## config.mk

```make
export PLATFORM = sky130hd
export DESIGN_NAME = spc_bank
export DESIGN_NICKNAME = d
export VERILOG_FILES = /design/src/spc_pkg.sv /design/src/spc_bank.sv
export SDC_FILE = /design/constraint.sdc
export NUM_CORES = 1
export LEC_CHECK = 0
export ABC_CLOCK_PERIOD_IN_PS = 2350
export BUFFER_PORTS_ARGS = -buffer_cell sky130_fd_sc_hd__buf_4
export CORE_UTILIZATION = 52
export CTS_BUF_LIST = sky130_fd_sc_hd__clkbuf_8 sky130_fd_sc_hd__clkbuf_16
export DETAILED_ROUTE_END_ITERATION = 8
export MAX_ROUTING_LAYER = met4
export PLACE_DENSITY = 0.82
export REMOVE_ABC_BUFFERS = 1
export SETUP_SLACK_MARGIN = 0.2
export SKIP_LAST_GASP = 1
export SYNTH_ARGS = -nofsm -noshare
export SYNTH_HDL_FRONTEND = slang
export SYNTH_SLANG_ARGS = --single-unit
export TNS_END_PERCENT = 100
```

## constraint.sdc

```tcl
create_clock -name clk -period 2.35 [get_ports clk]
set_input_delay 0 -clock clk [delete_from_list [all_inputs] [get_ports clk]]
set_output_delay 0 -clock clk [all_outputs]
set_load 0.01 [all_outputs]
```

## src/spc_pkg.sv

```systemverilog
package spc_pkg;

	localparam int          SPC_ADDR_W       = 8;
	localparam logic [4:0]  SPC_IDX_MAC_CTL  = 5'h10;
	localparam logic [4:0]  SPC_IDX_MAC_STS  = 5'h11;
	localparam logic [4:0]  SPC_IDX_MAC_ADV  = 5'h12;
	localparam logic [4:0]  SPC_IDX_MAC_LP   = 5'h13;
	localparam logic [4:0]  SPC_IDX_MAC_SDS  = 5'h14;
	localparam logic [4:0]  SPC_IDX_TX_GOOD  = 5'h15;
	localparam logic [4:0]  SPC_IDX_TX_CRC   = 5'h16;
	localparam logic [4:0]  SPC_IDX_MED_CTL  = 5'h17;
	localparam logic [4:0]  SPC_IDX_MED_STS  = 5'h18;
	localparam logic [4:0]  SPC_IDX_MED_ADV  = 5'h19;

	// field positions
	localparam int          SPC_BIT_FORCE_ADV  = 11;
	localparam int          SPC_BIT_MAC_ODD    = 2;
	localparam int          SPC_BIT_SYNC_FAIL  = 15;
	localparam int          SPC_BIT_CG_BAD     = 14;
	localparam int          SPC_BIT_REALIGN    = 15;
	localparam int          SPC_BIT_SIG_DET    = 14;
	localparam int          SPC_BIT_QSGMII     = 13;
	localparam int          SPC_BIT_COMMA      = 12;
	localparam int          SPC_BIT_CNT_ACTIVE = 15;
	localparam int          SPC_BIT_TX_SEL     = 14;
	localparam int          SPC_BIT_MED_RF     = 14;
	localparam int          SPC_BIT_MED_PD     = 13;
	localparam int          SPC_BIT_POL_IN     = 6;
	localparam int          SPC_BIT_POL_OUT    = 5;
	localparam int          SPC_BIT_MED_ODD    = 4;
	localparam int          SPC_BIT_FX_HLS     = 2;
	localparam int          SPC_BIT_FEFI_FORCE = 1;
	localparam int          SPC_BIT_FEFI_VAL   = 0;

	// reset values
	localparam logic [15:0] SPC_RST_ADV      = 16'h0000;
	localparam logic        SPC_RST_ODD_INH  = 1'b1;
	localparam logic        SPC_RST_COMMA    = 1'b1;
	localparam logic [1:0]  SPC_RST_TX_SEL   = 2'h0;

	localparam logic [1:0]  SPC_SEL_MEDIA    = 2'h0;
	localparam logic [1:0]  SPC_SEL_MAC      = 2'h1;

	// counter limits
	localparam logic [13:0] SPC_GOOD_LAST    = 14'h270f;
	localparam logic [7:0]  SPC_CRC_MAX      = 8'hff;

endpackage

```

## src/spc_bank.sv

```systemverilog
// Added by the designer: the APB interface to the registers.
`timescale 1ns/1ps

module spc_bank
	import spc_pkg::*;
(
	input  wire logic                  clk,
	input  wire logic                  rst_n,
	input  wire logic                  psel,
	input  wire logic                  penable,
	input  wire logic                  pwrite,
	input  wire logic [SPC_ADDR_W-1:0] paddr,
	input  wire logic [31:0]           pwdata,
	output logic      [31:0]           prdata,
	output logic                       pready,
	output logic                       pslverr,
	input  wire logic                  mac_sync_lost,
	input  wire logic                  mac_cg_bad,
	input  wire logic                  mac_align_error,
	input  wire logic                  mac_lp_an_restart,
	input  wire logic [1:0]            mac_remote_fault,
	input  wire logic [3:0]            mac_adv_flags,
	input  wire logic                  mac_lp_an_capable,
	input  wire logic                  mac_link_up,
	input  wire logic                  mac_an_complete,
	input  wire logic                  mac_signal_detect,
	input  wire logic [15:0]           mac_auto_code_word,
	input  wire logic [15:0]           mac_rx_code_word,
	input  wire logic                  mac_rx_code_valid,
	input  wire logic                  mac_comma_realign,
	input  wire logic                  mac_serdes_sig_event,
	input  wire logic                  mac_qsgmii_sync,
	input  wire logic                  mac_comma_present,
	input  wire logic [3:0]            mac_comma_position,
	input  wire logic                  media_link_up,
	input  wire logic                  media_tx_good,
	input  wire logic                  media_tx_crc_err,
	input  wire logic                  mac_tx_good,
	input  wire logic                  mac_tx_crc_err,
	input  wire logic [1:0]            media_rf_sent,
	input  wire logic [15:0]           media_auto_code_word,
	input  wire logic                  media_fefi_auto,
	input  wire logic                  media_sync_lost,
	input  wire logic                  media_cg_bad,
	input  wire logic                  fx_link_100,
	input  wire logic                  link_10,
	input  wire logic                  media_lp_an_restart,
	input  wire logic [1:0]            media_lp_remote_fault,
	input  wire logic [3:0]            media_lp_adv_flags,
	input  wire logic                  media_lp_an_capable,
	input  wire logic                  media_an_complete,
	input  wire logic                  media_signal_detect,
	output logic [15:0]                mac_tx_code_word,
	output logic [15:0]                media_tx_code_word,
	output logic                       mac_odd_start_inhibit,
	output logic                       media_odd_start_inhibit,
	output logic                       media_pd_enable,
	output logic                       media_rx_invert,
	output logic                       media_tx_invert,
	output logic                       fx_force_hls,
	output logic                       fx_fefi_on
);

	typedef struct packed {
		logic        mac_force;
		logic        mac_odd_inh;
		logic [15:0] mac_adv;
		logic [15:0] mac_tx_word;
		logic [15:0] mac_lp_word;
		logic        mac_sync_fail;
		logic        mac_cg_flag;
		logic        mac_realign;
		logic        mac_sig_flag;
		logic        mac_comma;
		logic        media_force;
		logic        media_pd;
		logic        pol_in;
		logic        pol_out;
		logic        media_odd_inh;
		logic        hls;
		logic        fefi_force;
		logic        fefi_val;
		logic        fefi_on;
		logic [15:0] media_adv;
		logic [15:0] media_tx_word;
		logic        media_sync_fail;
		logic        media_cg_flag;
		logic [1:0]  tx_sel;
		logic        good_active;
		logic [13:0] good_cnt;
		logic [7:0]  crc_cnt;
		logic [31:0] rdata;
	} spc_state_type;

	spc_state_type state;
	spc_state_type next_state;

	function automatic logic [4:0] spc_index(input logic [SPC_ADDR_W-1:0] a);
		spc_index = a[6:2];
	endfunction

	// registers sit at four times their index; anything else is refused
	function automatic logic spc_mapped(input logic [SPC_ADDR_W-1:0] a);
		logic [4:0] idx;
		idx = a[6:2];
		spc_mapped = (a[1:0] == 2'h0) && (a[SPC_ADDR_W-1:7] == '0) &&
			(idx >= SPC_IDX_MAC_CTL) && (idx <= SPC_IDX_MED_ADV);
	endfunction

	// one decode of the select feeds both counters, so the paths cannot disagree
	function automatic logic spc_pick(
		input logic [1:0] sel,
		input logic       media_v,
		input logic       mac_v
	);
		spc_pick = (sel == SPC_SEL_MEDIA) ? media_v : mac_v;
	endfunction

	logic        setup;
	logic        access;
	logic        rd_hit;
	logic        wr_hit;
	logic [4:0]  idx;
	logic [15:0] rd_word;
	logic        cnt_enable;
	logic        good_pulse;
	logic        crc_pulse;

	// no wait states: every access, refused ones too, ends in one cycle
	assign pready  = 1'b1;
	// refused writes are dropped and refused reads return zero
	assign pslverr = psel && penable && !spc_mapped(paddr);
	assign prdata  = state.rdata;

	assign mac_tx_code_word        = state.mac_tx_word;
	assign media_tx_code_word      = state.media_tx_word;
	assign mac_odd_start_inhibit   = state.mac_odd_inh;
	assign media_odd_start_inhibit = state.media_odd_inh;
	assign media_pd_enable         = state.media_pd;
	assign media_rx_invert         = state.pol_in;
	assign media_tx_invert         = state.pol_out;
	assign fx_force_hls            = state.hls;
	assign fx_fefi_on              = state.fefi_on;

	always_comb
	begin
		setup      = psel && !penable;
		access     = psel && penable;
		idx        = spc_index(paddr);
		rd_hit     = access && !pwrite && spc_mapped(paddr);
		wr_hit     = access && pwrite && spc_mapped(paddr);
		cnt_enable = media_link_up &&
			(state.tx_sel == SPC_SEL_MEDIA || state.tx_sel == SPC_SEL_MAC);
		good_pulse = cnt_enable &&
			spc_pick(state.tx_sel, media_tx_good, mac_tx_good);
		crc_pulse  = cnt_enable &&
			spc_pick(state.tx_sel, media_tx_crc_err, mac_tx_crc_err);

		// live status levels are shown as sampled; only the named flags latch
		rd_word = 16'h0000;
		case (idx)
			SPC_IDX_MAC_CTL:
			begin
				rd_word[SPC_BIT_FORCE_ADV] = state.mac_force;
				rd_word[SPC_BIT_MAC_ODD]   = state.mac_odd_inh;
			end
			SPC_IDX_MAC_STS:
			begin
				rd_word[SPC_BIT_SYNC_FAIL] = state.mac_sync_fail;
				rd_word[SPC_BIT_CG_BAD]    = state.mac_cg_flag;
				rd_word[12]                = mac_align_error;
				rd_word[11]                = mac_lp_an_restart;
				rd_word[9:8]               = mac_remote_fault;
				rd_word[7:4]               = mac_adv_flags;
				rd_word[3]                 = mac_lp_an_capable;
				rd_word[2]                 = mac_link_up;
				rd_word[1]                 = mac_an_complete;
				rd_word[0]                 = mac_signal_detect;
			end
			SPC_IDX_MAC_ADV: rd_word = state.mac_tx_word;
			SPC_IDX_MAC_LP:  rd_word = state.mac_lp_word;
			SPC_IDX_MAC_SDS:
			begin
				rd_word[SPC_BIT_REALIGN] = state.mac_realign;
				rd_word[SPC_BIT_SIG_DET] = state.mac_sig_flag;
				rd_word[SPC_BIT_QSGMII]  = mac_qsgmii_sync;
				rd_word[SPC_BIT_COMMA]   = state.mac_comma;
				rd_word[11:8]            = mac_comma_position;
			end
			SPC_IDX_TX_GOOD:
			begin
				rd_word[SPC_BIT_CNT_ACTIVE] = state.good_active;
				rd_word[13:0]               = state.good_cnt;
			end
			SPC_IDX_TX_CRC:
			begin
				rd_word[15:14] = state.tx_sel;
				rd_word[7:0]   = state.crc_cnt;
			end
			SPC_IDX_MED_CTL:
			begin
				rd_word[15:14]              = media_rf_sent;
				rd_word[SPC_BIT_MED_PD]     = state.media_pd;
				rd_word[SPC_BIT_FORCE_ADV]  = state.media_force;
				rd_word[SPC_BIT_POL_IN]     = state.pol_in;
				rd_word[SPC_BIT_POL_OUT]    = state.pol_out;
				rd_word[SPC_BIT_MED_ODD]    = state.media_odd_inh;
				rd_word[SPC_BIT_FX_HLS]     = state.hls;
				rd_word[SPC_BIT_FEFI_FORCE] = state.fefi_force;
				rd_word[SPC_BIT_FEFI_VAL]   = state.fefi_val;
			end
			SPC_IDX_MED_STS:
			begin
				rd_word[SPC_BIT_SYNC_FAIL] = state.media_sync_fail;
				rd_word[SPC_BIT_CG_BAD]    = state.media_cg_flag;
				rd_word[13]                = fx_link_100;
				rd_word[12]                = link_10;
				rd_word[11]                = media_lp_an_restart;
				rd_word[9:8]               = media_lp_remote_fault;
				rd_word[7:4]               = media_lp_adv_flags;
				rd_word[3]                 = media_lp_an_capable;
				rd_word[2]                 = media_link_up;
				rd_word[1]                 = media_an_complete;
				rd_word[0]                 = media_signal_detect;
			end
			SPC_IDX_MED_ADV: rd_word = state.media_tx_word;
			default:         rd_word = 16'h0000;
		endcase

		next_state = state;

		// snapshot taken in the setup cycle; the access edge clears only the sticky flags it showed, and re-arms comma detect whatever it showed
		if (setup && !pwrite)
			next_state.rdata = spc_mapped(paddr) ? {16'h0000, rd_word} : 32'h0000_0000;

		if (wr_hit)
		begin
			case (idx)
				SPC_IDX_MAC_CTL:
				begin
					next_state.mac_force   = pwdata[SPC_BIT_FORCE_ADV];
					next_state.mac_odd_inh = pwdata[SPC_BIT_MAC_ODD];
				end
				SPC_IDX_MAC_ADV:
					if (state.mac_force)
						next_state.mac_adv = pwdata[15:0];
				SPC_IDX_TX_CRC:
					next_state.tx_sel = pwdata[15:14];
				SPC_IDX_MED_CTL:
				begin
					// parallel detect sanity is left to software
					next_state.media_pd      = pwdata[SPC_BIT_MED_PD];
					next_state.media_force   = pwdata[SPC_BIT_FORCE_ADV];
					next_state.pol_in        = pwdata[SPC_BIT_POL_IN];
					next_state.pol_out       = pwdata[SPC_BIT_POL_OUT];
					next_state.media_odd_inh = pwdata[SPC_BIT_MED_ODD];
					next_state.hls           = pwdata[SPC_BIT_FX_HLS];
					next_state.fefi_force    = pwdata[SPC_BIT_FEFI_FORCE];
					next_state.fefi_val      = pwdata[SPC_BIT_FEFI_VAL];
				end
				SPC_IDX_MED_ADV:
					if (state.media_force)
						next_state.media_adv = pwdata[15:0];
				default:
				begin
				end
			endcase
		end

		// event sets win over the read clear
		// an event at the setup edge of a read that already shows the flag
		// merges into that read's 1; a sticky bit counts no repeats anyway
		if (rd_hit && idx == SPC_IDX_MAC_STS)
		begin
			if (state.rdata[SPC_BIT_SYNC_FAIL])
				next_state.mac_sync_fail = 1'b0;
			if (state.rdata[SPC_BIT_CG_BAD])
				next_state.mac_cg_flag = 1'b0;
		end
		if (rd_hit && idx == SPC_IDX_MED_STS)
		begin
			if (state.rdata[SPC_BIT_SYNC_FAIL])
				next_state.media_sync_fail = 1'b0;
			if (state.rdata[SPC_BIT_CG_BAD])
				next_state.media_cg_flag = 1'b0;
		end
		if (rd_hit && idx == SPC_IDX_MAC_SDS)
		begin
			if (state.rdata[SPC_BIT_REALIGN])
				next_state.mac_realign = 1'b0;
			if (state.rdata[SPC_BIT_SIG_DET])
				next_state.mac_sig_flag = 1'b0;
			next_state.mac_comma = 1'b1;
		end
		if (mac_sync_lost)
			next_state.mac_sync_fail = 1'b1;
		if (mac_cg_bad)
			next_state.mac_cg_flag = 1'b1;
		if (media_sync_lost)
			next_state.media_sync_fail = 1'b1;
		if (media_cg_bad)
			next_state.media_cg_flag = 1'b1;
		if (mac_comma_realign)
			next_state.mac_realign = 1'b1;
		if (mac_serdes_sig_event)
			next_state.mac_sig_flag = 1'b1;
		if (!mac_comma_present)
			next_state.mac_comma = 1'b0;

		// partner word is kept until the next valid code word arrives
		if (mac_rx_code_valid)
			next_state.mac_lp_word = mac_rx_code_word;

		// sent word follows the forced value or the negotiation engine
		next_state.mac_tx_word   = next_state.mac_force ?
			next_state.mac_adv : mac_auto_code_word;
		next_state.media_tx_word = next_state.media_force ?
			next_state.media_adv : media_auto_code_word;

		next_state.fefi_on = next_state.fefi_force ?
			next_state.fefi_val : media_fefi_auto;

		// reserved select codes park both counters instead of guessing a path
		// good count wraps at the decimal modulus, not at the field width
		next_state.good_active = cnt_enable;
		if (good_pulse)
			next_state.good_cnt = (state.good_cnt == SPC_GOOD_LAST) ?
				14'h0000 : state.good_cnt + 14'h0001;
		if (crc_pulse && state.crc_cnt != SPC_CRC_MAX)
			next_state.crc_cnt = state.crc_cnt + 8'h01;
	end

	always_ff @(posedge clk or negedge rst_n)
	begin
		if (!rst_n)
		begin
			// inhibit bits and comma detect leave reset set, all else clear
			state               <= '0;
			state.mac_odd_inh   <= SPC_RST_ODD_INH;
			state.media_odd_inh <= SPC_RST_ODD_INH;
			state.mac_adv       <= SPC_RST_ADV;
			state.media_adv     <= SPC_RST_ADV;
			state.mac_comma     <= SPC_RST_COMMA;
			state.tx_sel        <= SPC_RST_TX_SEL;
		end
		else
		begin
			state <= next_state;
		end
	end

endmodule

```

=== Yosys cells after proc, flatten, opt, wreduce, memory -nomap -nowiden ===
Cells that the tools add are included.

* Bits in registers: 155
* Bits in latches: 0
* Memory bits (writable): 0
* Bits in read-only memories: 0
* Bits of input ports: 138
* Memories kept: 0

* $add $sub $neg: 2
* Multiply operators: 0
* Div/mod/pow operators: 0
* Order comparisons: 2
* Equal/unequal tests: 14
* Shift operators: 0
* Multiplexer cells: 40
* Bitwise operators: 1
* Reduce and logical (&&, ||, !) cells: 45

{| class="wikitable"
|+ Operator list
! kind !! number
|-
| 2-to-1 mux 16 bit || 8
|-
| == test 5 bit (second input constant) || 10
|-
| case mux 1 bit (7 select lines) || 4
|-
| case mux 1 bit (9 select lines) || 3
|-
| case mux 3 bit (8 select lines) || 1
|-
| nonzero test 2 bit || 12
|-
| logical AND 1 bit || 18
|-
| 2-to-1 mux 18 bit || 1
|-
| AND reduction 2 bit || 9
|-
| 2-to-1 mux 8 bit || 2
|-
| case mux 2 bit (8 select lines) || 1
|-
| adder 14 x 1 -> 14 bit (second input constant) || 1
|-
| == test 14 bit (second input constant) || 1
|-
| 2-to-1 mux 14 bit || 1
|-
| case mux 2 bit (7 select lines) || 1
|-
| 2-to-1 mux 1 bit || 12
|-
| adder 8 x 1 -> 8 bit (second input constant) || 1
|-
| != test 8 bit (second input constant) || 1
|-
| case mux 1 bit (8 select lines) || 1
|-
| 2-to-1 mux 2 bit || 3
|-
| >= comparator 5 bit (second input constant) || 1
|-
| less-or-equal comparator 5 bit (second input constant) || 1
|-
| case mux 1 bit (5 select lines) || 1
|-
| zero test 2 bit || 2
|-
| 6 further kinds || 8
|}

=== Longest topological paths before layout ===
Gate-level depths: netlist (run 1).

* Word-level depth: 8
* Mapped depth: 9
* Mapped depth without buffers: 6

=== Least setup slack after synthesis (run 1) ===
OpenSTA, ideal clock, no wires.

* Kind: register -> register
* Start point: register state[32] (netlist bit)
* End point: register state[37] (netlist bit)
* Arrival time: 1.851 ns
* Path slack: 0.419 ns
* Cell stages (with the launch flop): 7
* Path buffers: 0
* Path through: dfrtp_1 ha_1 and3_1 a211oi_1 nand4_1 nor2_1 xor2_1

* Longest elaborated chain between the ends: 2
* Elaborated cells on any way between the ends: 3
* Those cells by class: 1 x add/sub; 1 x eq/ne; 1 x reduce/logical

{| class="wikitable"
|+ RTL lines
! element !! RTL line !! source
|-
| start, declared || spc_bank.sv:95 || <nowiki>spc_state_type state;</nowiki>
|-
| start signal, assigned || spc_bank.sv:348 || <nowiki>state <= next_state;</nowiki>
|-
| branches (longest 2 deep; another with adder 8 x 1 -> 8 bit) || -- ||
|}

Parallel ways; which one is timed is not known.
A chain may end at the register's enable or synchronous reset.

==> results of run 1 <==
[cells in the final DEF, fill, tap and decap left out, types with 3 or more instances in the layout]
master         synthesis  layout
xor2_1                 8       8
nand3b_1               3       3
nor2_1                14      14
a31oi_1                7       7
o21ai_0               13      13
a32o_1                 3       3
bufinv_16              0       4
nand3_1               12      12
o31ai_1                4       4
and2_1                 8       8
mux2_4                10      10
mux2i_1                4       4
a22oi_1               30      30
a222oi_1               9       9
xnor2_1                9       9
nand2_1               29      29
dfrtp_1              136     136
mux2_2                78      79
nand4_1                5       5
a2111oi_0              5       5
mux2_1                10       9
nor2b_1                4       4
dfstp_2                3       3
clkbuf_16              0      17
a21o_1                13      13
inv_1                  3       9
conb_1                 2      17
nor3_1                 5       5
dlygate4sd3_1          0      99
a22o_1                 6       6
and3_1                26      25
buf_4                 68     204
nand2b_1               4       4
[report_power, final]
part	switching, mW	total (mW)	internal, mW	leakage (nW)
combinational	0.360	0.820	0.460	2.64
sequential	0.188	2.73	2.54	1.77
clock	0.978	2.78	1.80	0.320
total	1.53	6.33	4.80	4.72
[critical path, cell delays in order, from the launching register on]
cell           delay (ps)
dfrtp_1               410
and3_4                230
buf_12                150
mux2_2                350
mux2_1                300
dlygate4sd3_1         570
[timing repair]
action                                  4_1_cts  5_1_grt
endpoints found under the hold margin       158        0
resized for setup                             0       11
buffers inserted                              0        7
endpoints found under the setup margin        0       16
hold buffers                                 99        0
[registers in the layout (all words and copies together), names as in the netlist]
name                     count
state                       84
mac_tx_code_word            16
media_tx_code_word          16
prdata                      16
fx_fefi_on                   1
fx_force_hls                 1
mac_odd_start_inhibit        1
media_odd_start_inhibit      1
media_pd_enable              1
media_rx_invert              1
media_tx_invert              1
[layout make-up]
class | count | area, um2
timing repair buffer | 307 | 2580
sequential | 139 | 3480
inverter | 3 | 11.3
clock inverter | 13 | 160
clock buffer | 19 | 453
multi-input combinational | 368 | 2960
fill | 756 | 3320
tap | 176 | 220
[metal layers]
layer / vias to the layer above / GRT usage, %
li1: 2572 / -
met1: 2964 / 38.8
met2: 451 / 56.4
met3: 111 / 7.00
met4: 0 / 21.2
met5: - / -
[metrics by stage]
step | hold slack [ps] | util [%] | worst slack [ps]
6_report | 15.8 | 74.9 | 204
2_1_floorplan | -296 | - | 161
5_1_grt | 17.6 | 74.9 | 158
3_5_place_dp | 1.33 | 62.0 | 324
4_1_cts | 3.36 | 74.2 | 203
3_3_place_gp | -12.8 | 62.0 | 355
[Yosys cell counts, types with 3 or more instances]
cell       instances  area (um2)
dfrtp_1          136        3400
mux2_2            78         878
buf_4             68         510
a22oi_1           30         225
nand2_1           29         109
and3_1            26         163
clkbuf_1          16        60.1
nor2_1            14        52.6
a21o_1            13        97.6
o21ai_0           13        65.1
nand3_1           12        60.1
mux2_1            10         113
mux2_4            10         150
a222oi_1           9        90.1
xnor2_1            9        78.8
and2_1             8        50.1
xor2_1             8        70.1
a31oi_1            7        43.8
a22o_1             6        52.6
a2111oi_0          5        43.8
buf_6              5        56.3
nand4_1            5        31.3
nor3_1             5        25.0
buf_2              4        20.0
mux2i_1            4        40.0
nand2b_1           4        25.0
nor2b_1            4        25.0
o31ai_1            4        30.0
a32o_1             3        30.0
and4_1             3        26.3
dfstp_2            3        78.8
inv_1              3        11.3
nand3b_1           3        22.5
nor4_1             3        18.8
[cells by family after synthesis]
group	count (synthesis)	share of synthesized area, %
buffers and inverters	98	9.47
AND/OR/NAND/NOR	130	10.7
other	2	0.107
XOR/XNOR	17	2.12
AO/OA/AOI/OAI	99	10.6
adder cells (fa/ha/maj)	2	0.356
flip-flops	139	49.6
multiplexers	103	17.1
[how the worst max path moves through the flow]
stage,to,cells after the start,slack (ps),from
detailed placement,mac_tx_code_word[9],7,320,paddr[4]
CTS,mac_tx_code_word[6],8,200,paddr[4]
floorplan,mac_tx_code_word[0],5,160,paddr[4]
finish,media_tx_code_word[7],5,200,state[99]
global route,media_tx_code_word[7],5,160,state[99]
global placement,media_tx_code_word[3],7,360,paddr[1]
==> metrics.md, run 1 <==
| Metric | Value |
|---|---|
| Status | completed |
| Max transition margin | 33.7% |
| Crit path launch type | flop |
| DP HPWL | ~14000 um |
| Setup tns final | 0 ps |
| Worst-Margin Slew | between 900 and 1000 ps |
| Seq/Total Area, Yosys | 49.6% |
| Latest clock arrival within the worst-skew pair | between 400 and 500 ps |
| Total die area | 14000 um2 |
| Post-Syn Area per Cell | approximately 12 um2 |
| EDFF count, synth | 0 |
| Largest net degree at the start of global routing | 58 |
| Critical Setup Path Class | reg2reg |
| GR Util All Layers | 34.4% |
| Period Utilization, post-route | between 90% and 100% |
| Remaining DRCs | 0 |
| Leakage dissipation | 4.72 nW |
| Met1 WL | 8300 um |
| I/O Pins | 211 |
| DRT iter0 DRCs | 574 |
| Reg2reg path depth | 5 |
| Final min period | 2150 ps |
| Final Max Slew Viols | 0 |
| Routed vias/inst | a little under 6 |
| Fmax | 466 MHz |
| Peak supply drop | 0.000420 V |
| WHS Endpoint | prdata[14] |
| Final instance area | 9870 um2 |
| Gate Count Post-Synth | 590 |
| Final-stage net count | 976 |
| GRT Residual Overflow | 0 |
| Mapped cell area | approximately 7000 um2 |
| Worst R2R End | media_tx_code_word[7] |
| Hold Crit Start | media_rf_sent[0] |
| Layout Cells excl Fill | 1025 |
| Pre-antenna DRT Iters | 9 |
| GP Congestion | 0.951 |
| PwrDens | 641 nW/um2 |
| Met2 wire len | 11700 um |
| CP max FO | 9 |
| Initial Util | 53.3% |
| CTS Root Buffer Type | clkbuf_16 |
| Final Skew | 8.52 ps |
| Placed insts | 887 |
| PortBufs | 177 |
| Die W | around 120 um |
| WL met3 | 2060 um |
| Top layer in use | met4 |
| TritonCTS clock tree | yes |
| Area Growth Syn to Fin | 40.5% |
| Final-report hold violation count | 0 |
| First-pass GRT wire length | 35000 um |
| Core area | between 10000 and 15000 um2 |
| H-tree Lvls | 4 |
| Post-DRT Antenna Nets | 0 |
| Per-cell routed wire length | 22.7 um |
| Critical Path RT | about 2700 ps |
| Final WL | between 20000 and 25000 um |
| RSZ-0062 raised after global routing | true |
| Synth unique cells | 59 |
| Post-synthesis register bit count | 139 |
| Critical path arrival | 2450 ps |
| Clock Sinks | 139 |
| Power Total | between 6 and 7 mW |
| Reg2Reg Launch Point | state[99] |
| Hold Path Class | in2reg |
| Synth warnings | 0 |
| Clock buffer depth | 2 |
| Crit end category | flop |
| Antenna cell count | 0 |
| Post-synthesis async set-or-reset flop share | 100% |
| Placed Instance Area | 8180 um2 |
| Worst-path clk slew | about 60 ps |
| Setup violations, final | 0 |
| Hold depth | 4 |
| Die Height | around 120 um |
| CTS Buf Count | 17 |
| R2R Setup Slk | 200 ps |
| Max Cap Viol | 0 |
| Via count | a little over 6000 |
| Share of layout cells above drive strength 1 | between 40 and 50% |
| Ys flop type | dfrtp_1 |
| Vias in the first global route | roughly 6400 |
| Row Count | 42 |
| Antenna violations before repair | 0 |
Note: power is estimated with default switching activity, not from simulation.
==> inputs of run 2 (changes only) <==
- PLACE_DENSITY: 0.82 -> default
- PLACE_DENSITY_LB_ADDON: default -> 0.25
==> run 2 against run 1 <==
  * Non-clock buffer count rose by 1
  * Via count fell by 3.0%
  * Count of clock-buffer cells in the layout rose by 1
  * Worst hold slack barely moved
  * Cell count rose by 0.20%
  * Critical endpoint is now mac_tx_code_word[15]
  * Largest power group unchanged
==> metrics.md, run 2 (same netlist as run 1, synthesis figures left out) <==
| Metric | Value |
|---|---|
| Status | completed |
| Largest register FFs | 84 (unchanged) |
| Core area | 13200 um2 (unchanged) |
| Layout Cells excl Fill | 1027 (+0.20%) |
| Final instance area | 9970 um2 (+0.99%) |
| Placed Instance Area | 8170 um2 (-0.18%) |
| Final Skew | 6.05 ps (-2.47 ps) |
| TritonCTS clock tree | yes |
| CP max FO | 8 (-1) |
| DRT iter0 DRCs | 499 (-13%) |
| Clock buffer depth | 2 (unchanged) |
| GR Util All Layers | 32.8% (-1.6 points) |
| Worst-path clk slew | 60 ps (about the same) |
| Final-report hold violation count | 0 (unchanged) |
| Initial Util | 53.3% (unchanged) |
| Most common cell after layout, fill and taps aside | buf_4 |
| Final Max Slew Viols | 0 (unchanged) |
| Vias in the first global route | 6216 (-3.0%) |
| Fill count | 829 (+9.7%) |
| Fmax | 467 MHz (+0.16%) |
| Max transition margin | 41.3% (+7.6 points) |
| H-tree Lvls | 4 (unchanged) |
| Antenna violations before repair | 0 (unchanged) |
| Commonest non-fill, non-tap cells in the layout | buf_4 (199), dfrtp_1 (135), dlygate4sd3_1 (105) |
| GP Congestion | 0.890 (-6.5%) |
| Biggest register | state |
| PortBufs | 177 (unchanged) |
| Pre-antenna DRT Iters | 5 (-4) |
| Period Utilization, post-route | 91.2% (-0.15 points) |
| Final min period | 2140 ps (-3.52 ps) |
| Critical Path RT | 2650 ps (about the same) |
| CTS Buf Count | 17 (unchanged) |
| Share of layout cells above drive strength 1 | 40.3% (+0.14 points) |
| RSZ-0062 raised after global routing | true |
| Critical path arrival | 2450 ps (about the same) |
| Peak supply drop | 0.000587 V (+40%) |
| Antenna cell count | 0 (unchanged) |
| Largest net degree at the start of global routing | 62 (+6.9%) |
| Row Count | 42 (unchanged) |
| Final WL | 21700 um (-6.8%) |
| Clock Sinks | 139 (unchanged) |
| Fin util | 75.6% (+0.74 points) |
| I/O Pins | 211 (unchanged) |
| Post-DRT Antenna Nets | 0 (unchanged) |
| Crit end category | flop |
| Hold Path Class | in2reg |
| Worst-Margin Slew | 872 ps (-113 ps) |
| Max Cap Viol | 0 (unchanged) |
| Via count | 5918 (-3.0%) |
| Crit path launch type | flop |
| DP HPWL | 14000 um (-1.1%) |
| Die Height | 118 um (unchanged) |
| PwrDens | 664 nW/um2 (+3.6%) |
| Critical Setup Path Class | reg2reg |
| Setup violations, final | 0 (unchanged) |
| CTS Root Buffer Type | clkbuf_16 |
| Routed vias/inst | 5.76 (-3.1%) |
| Setup WS post-layout | 208 ps (+3.52 ps) |
| Power Total | 6.62 mW (+4.6%) |
| Leakage dissipation | 4.74 nW (+0.37%) |
| Remaining DRCs | 0 (unchanged) |
| Setup tns final | 0 ps (unchanged) |
| GRT Residual Overflow | 0 (unchanged) |
| Area Growth Syn to Fin | 41.9% |
| Die W | 118 um (unchanged) |
| First-pass GRT wire length | 33200 um (-5.1%) |
| Latest clock arrival within the worst-skew pair | 430 ps (about the same) |
| Final-stage net count | 978 (+0.20%) |
| Fin Hold WS | 15.8 ps (+0.0638 ps) |
| Worst slack, placed | 312 ps (-11.9 ps) |
| Total die area | 14000 um2 (unchanged) |
| Placed insts | 885 (-0.23%) |
| Per-cell routed wire length | 21.1 um (-7.0%) |
run 2: cell count changes in the layout (fill, tap and decap cells not counted), sizes merged:
| cell | previous run | this run |
|---|---|---|
| buf | 208 | 203 |
| bufinv | 4 | 6 |
| clkbuf | 19 | 20 |
| clkinv | 2 | 5 |
| dlygate4sd3 | 99 | 105 |
| inv | 9 | 3 |
| mux2 | 98 | 99 |
run 2: layer usage:
layer  global-route usage [%]  wire length (um)  vias up
met5                        -                 0        -
met4                     15.8               677        0
met3                     8.83              1650       67
met2                     53.1             11000      310
met1                     37.8              8330     2967
li1                         -                 -     2574
run 2: area by class of cell:
cell class                 count  area, um2  area share (%)
clock buffer                  20        467            4.68
clock inverter                12        216            2.17
inverter                       3       11.3           0.113
multi-input combinational    369       2980            29.8
sequential                   139       3480            34.9
tap                          176        220            2.21
timing repair buffer         308       2600            26.1
run 2: worst max-delay path, stage by stage, from the launching register on:
cell           delay, ps
dfrtp_2              430
and3_4               210
buf_6                160
mux2_2               370
mux2_2               270
dlygate4sd3_1        570
run 2: final timing paths:
kind	slack [ps]	end	depth (start not counted)	startpoint
setup / recovery	210	mac_tx_code_word[15]	5	state[154]
hold / removal	20	prdata[13]	4	mac_qsgmii_sync
setup reg to reg	210	mac_tx_code_word[15]	5	state[154]
hold reg to reg	480	state[102]	1	state[102]
max in group asynchronous	1490	state[154]	3	rst_n
min in group asynchronous	100	state[142]	2	rst_n
run 2: what timing repair did:
item | in CTS | in global routing
hold buffers | 105 | 0
gates resized for setup | 0 | 9
endpoints found under the setup margin | 0 | 24
setup buffers | 0 | 4
endpoints found under the hold margin | 193 | 0
run 2: where the power goes:
group	internal [mW]	switching (mW)
combinational	0.469	0.351
sequential	2.54	0.178
clock	2.07	1.02
total	5.08	1.54
==> inputs of run 3 (changes only) <==
- ABC_AREA: default -> 1
- CORE_UTILIZATION: 52 -> 54
==> run 3 against run 2 <==
  * Register-to-register slack better by 290 ps
  * Count of clock-buffer cells in the layout down 3
  * Power up 0.10%
  * Worst hold slack worse by 12 ps
  * Via count up 48%
  * Sequential share of layout area down 3.6 points
  * Critical path type unchanged
==> metrics.md, run 3 <==
| Metric | Value |
|---|---|
| Crit. Startpoint | state[154] |
| CP most frequent cell | nand2_1 |
| Placed insts | 1508 (+70%) |
| Largest register FFs | 84 (unchanged) |
| Final-report hold violation count | 0 (unchanged) |
| CTS Buf Count | 17 (unchanged) |
| Final min period | 1850 ps (-295 ps) |
| Mapped cell area | 8300 um2 (+18%) |
| Fin Hold WS | 3.95 ps (-11.9 ps) |
| CP max FO | 10 (+2) |
| Ys flop type | dfrtp_1 |
| Final Skew | 8.24 ps (+2.20 ps) |
| Post-DRT Antenna Nets | 0 (unchanged) |
| GRT Residual Overflow | 0 (unchanged) |
| Seq/Total Area, Yosys | 42.0% (-7.6 points) |
| Comb pwr share | 15.8% (+3.4 points) |
| H-tree Lvls | 4 (unchanged) |
| DRT iter0 DRCs | 988 (+98%) |
| Critical Path RT | 2660 ps (about the same) |
| WL met3 | 2080 um (+26%) |
| R2R Setup Slk | 500 ps (+290 ps) |
| Setup violations, final | 0 (unchanged) |
| Met2 wire len | 13200 um (+20%) |
| Setup tns final | 0 ps (unchanged) |
| Most common cell after layout, fill and taps aside | nand2_1 |
| Via count | 8749 (+48%) |
| CTS Root Buffer Type | clkbuf_16 |
| Antenna cell count | 0 (unchanged) |
| Worst path slowest cell | dfrtp_1 |
| Status | completed |
| Area Growth Syn to Fin | 33.9% |
| Peak supply drop | 0.000528 V (-10%) |
| GP Congestion | 0.932 (+4.8%) |
| First-pass GRT wire length | 43500 um (+31%) |
| Worst R2R End | mac_tx_code_word[8] |
| PwrDens | 596 nW/um2 (-10%) |
| Remaining DRCs | 0 (unchanged) |
| Synth warnings | 0 (unchanged) |
| Pre-antenna DRT Iters | 6 (+1) |
| Top cells by count, synth | nand2_1 (571), dfrtp_1 (136), nor2_1 (85), inv_1 (72) |
| Fmax | 541 MHz (+16%) |
| Final Max Slew Viols | 0 (unchanged) |
| Antenna violations before repair | 0 (unchanged) |
| Sw Pwr | 1.89 mW (+22%) |
| Critical path arrival | 2160 ps (-290 ps) |
| EDFF count, synth | 0 (unchanged) |
| Final instance area | 11100 um2 (+11%) |
| Clock Sinks | 139 (unchanged) |
| Clock buffer depth | 2 (unchanged) |
| Per-cell routed wire length | 16.5 um (-22%) |
| Hold Path Class | in2reg |
| DP HPWL | 18400 um (+32%) |
| Routed vias/inst | 5.30 (-8.0%) |
| Worst-Margin Slew | 709 ps (-163 ps) |
| Initial Util | 56.3% (+3.0 points) |
| Internal | 4.74 mW (-6.7%) |
| Biggest register | state |
| Seq pwr share | 41.6% (+0.5 points) |
| Final WL | 27300 um (+26%) |
| Latest clock arrival within the worst-skew pair | 440 ps (about the same) |
| Die Height | 126 um (+6.5%) |
| Max transition margin | 52.6% (+11 points) |
| Post-Syn Area per Cell | 6.82 um2 (-43%) |
| Top cell type's share of synthesized area | 41.0% (-7.4 points) |
| Critical Setup Path Class | reg2reg |
| RSZ-0062 raised after global routing | false |
| Synth unique cells | 34 (-42%) |
| Share of layout cells above drive strength 1 | 17.7% (-23 points) |
| Final-stage net count | 1593 (+63%) |
| Top layer in use | met4 |
| Worst-path clk slew | 60 ps (about the same) |
| Gate Count Post-Synth | 1217 (+110%) |
| Leakage dissipation | 5.99 nW (+26%) |
| Met1 WL | 11300 um (+36%) |
| Clk pwr share | 42.7% (-3.9 points) |
| Core area | 14800 um2 (+12%) |
| Synth area leaders | dfrtp_1 (41%), nand2_1 (26%), buf_4 (6.2%) |
| Sw frac | 28.5% (+5.2 points) |
| GR Util All Layers | 36.6% (+3.8 points) |
| Most numerous cell in the Yosys netlist | nand2_1 |
| Vias in the first global route | 8460 (+36%) |
| Crit path launch type | flop |
| Max Cap Viol | 0 (unchanged) |
| Post-synthesis register bit count | 139 (unchanged) |
| PortBufs | 177 (unchanged) |
| Die W | 126 um (+6.5%) |
| Crit end category | flop |
| TritonCTS clock tree | yes |
| Placed Instance Area | 9400 um2 (+15%) |
| Max incr delay on CP | 640 ps (+70 ps) |
| Crit path capture | mac_tx_code_word[8] |
| Layout Cells excl Fill | 1650 (+61%) |
| Reg2reg path depth | 8 (+3) |
| Largest net degree at the start of global routing | 59 (-4.8%) |
| Commonest non-fill, non-tap cells in the layout | nand2_1 (571), buf_4 (202), dfrtp_1 (136) |
| Period Utilization, post-route | 78.6% (-13 points) |
| Post-synthesis async set-or-reset flop share | 100% (unchanged) |
| Area leader, netlist | dfrtp_1 |
| Postcts setup bufs | 0 (unchanged) |
| I/O Pins | 211 (unchanged) |
| Worst-path cell chain | clkinv_1, buf_4, a21boi_0, o21ai_1, nand2_1, nand2_1, nand2_1, nand2_1 |
| Reg2Reg Launch Point | state[154] |
| Row Count | 44 (+4.8%) |
| Total die area | 15900 um2 (+14%) |
run 3: layout make-up:
class                           instances  area, um2
Multi-Input combinational cell        902       3850
Inverter                               80        303
Timing Repair Buffer                  313       2630
Sequential cell                       139       3480
Clock buffer                           17        425
Fill cell                            1080       3640
Tap cell                              184        230
Clock inverter                         15        191
run 3: per-stage QoR:
step | total power, mW | utilization, % | setup slack (ps)
after global placement | 3.65 | 63.7 | 545
after CTS | 6.61 | 75.3 | 526
after floorplan | 3.22 | - | 516
after global routing | 6.90 | 75.3 | 376
after detailed placement | 3.66 | 63.7 | 527
final | 6.63 | 75.3 | 503
run 3: power by group through the flow:
stage	sequential, mW	clock, mW	combinational (mW)
finish	2.75	2.83	1.05
global route	2.78	2.95	1.17
CTS	2.75	2.84	1.03
detailed placement	2.79	0	0.870
global placement	2.79	0	0.860
floorplan	2.74	0	0.478
run 3: kinds of logic after synthesis:
logic type	Yosys count	share of synthesized area (%)
buf+inv	191	12.3
xor+xnor	9	0.950
fa+ha+maj	2	0.301
flops	139	42.0
compound gates	109	7.33
other cells	2	0.0905
simple gates	763	36.8
mux	2	0.271
run 3: per-layer routing:
layer	vias up	track usage, %
li1	4172	-
met1	4095	47.0
met2	423	58.8
met3	59	5.78
met4	0	13.3
met5	-	-
run 3: worst min path at each step:
stage	startpoint	to	slack, ps	cells after the start
3_3_place_gp	rst_n	state[112]	2	1
3_5_place_dp	rst_n	prdata[5]	0.9	1
6_report	mac_remote_fault[0]	prdata[8]	4	7
2_1_floorplan	rst_n	fx_fefi_on	-300	0
4_1_cts	mac_comma_position[1]	prdata[9]	1	7
5_1_grt	mac_adv_flags[2]	prdata[6]	40	7
run 3: timing repair:
action,CTS,global route
hold buffers,110,0
resized for setup,0,0
endpoints found under the hold margin,132,0
run 3: worst max-delay path, delay by kind of cell (launching register included):
kind	cells	cell delay, ps
DFF	1	640
buffers and inverters	2	400
and+or+nand+nor	4	370
AOI/OAI and AO/OA	2	330
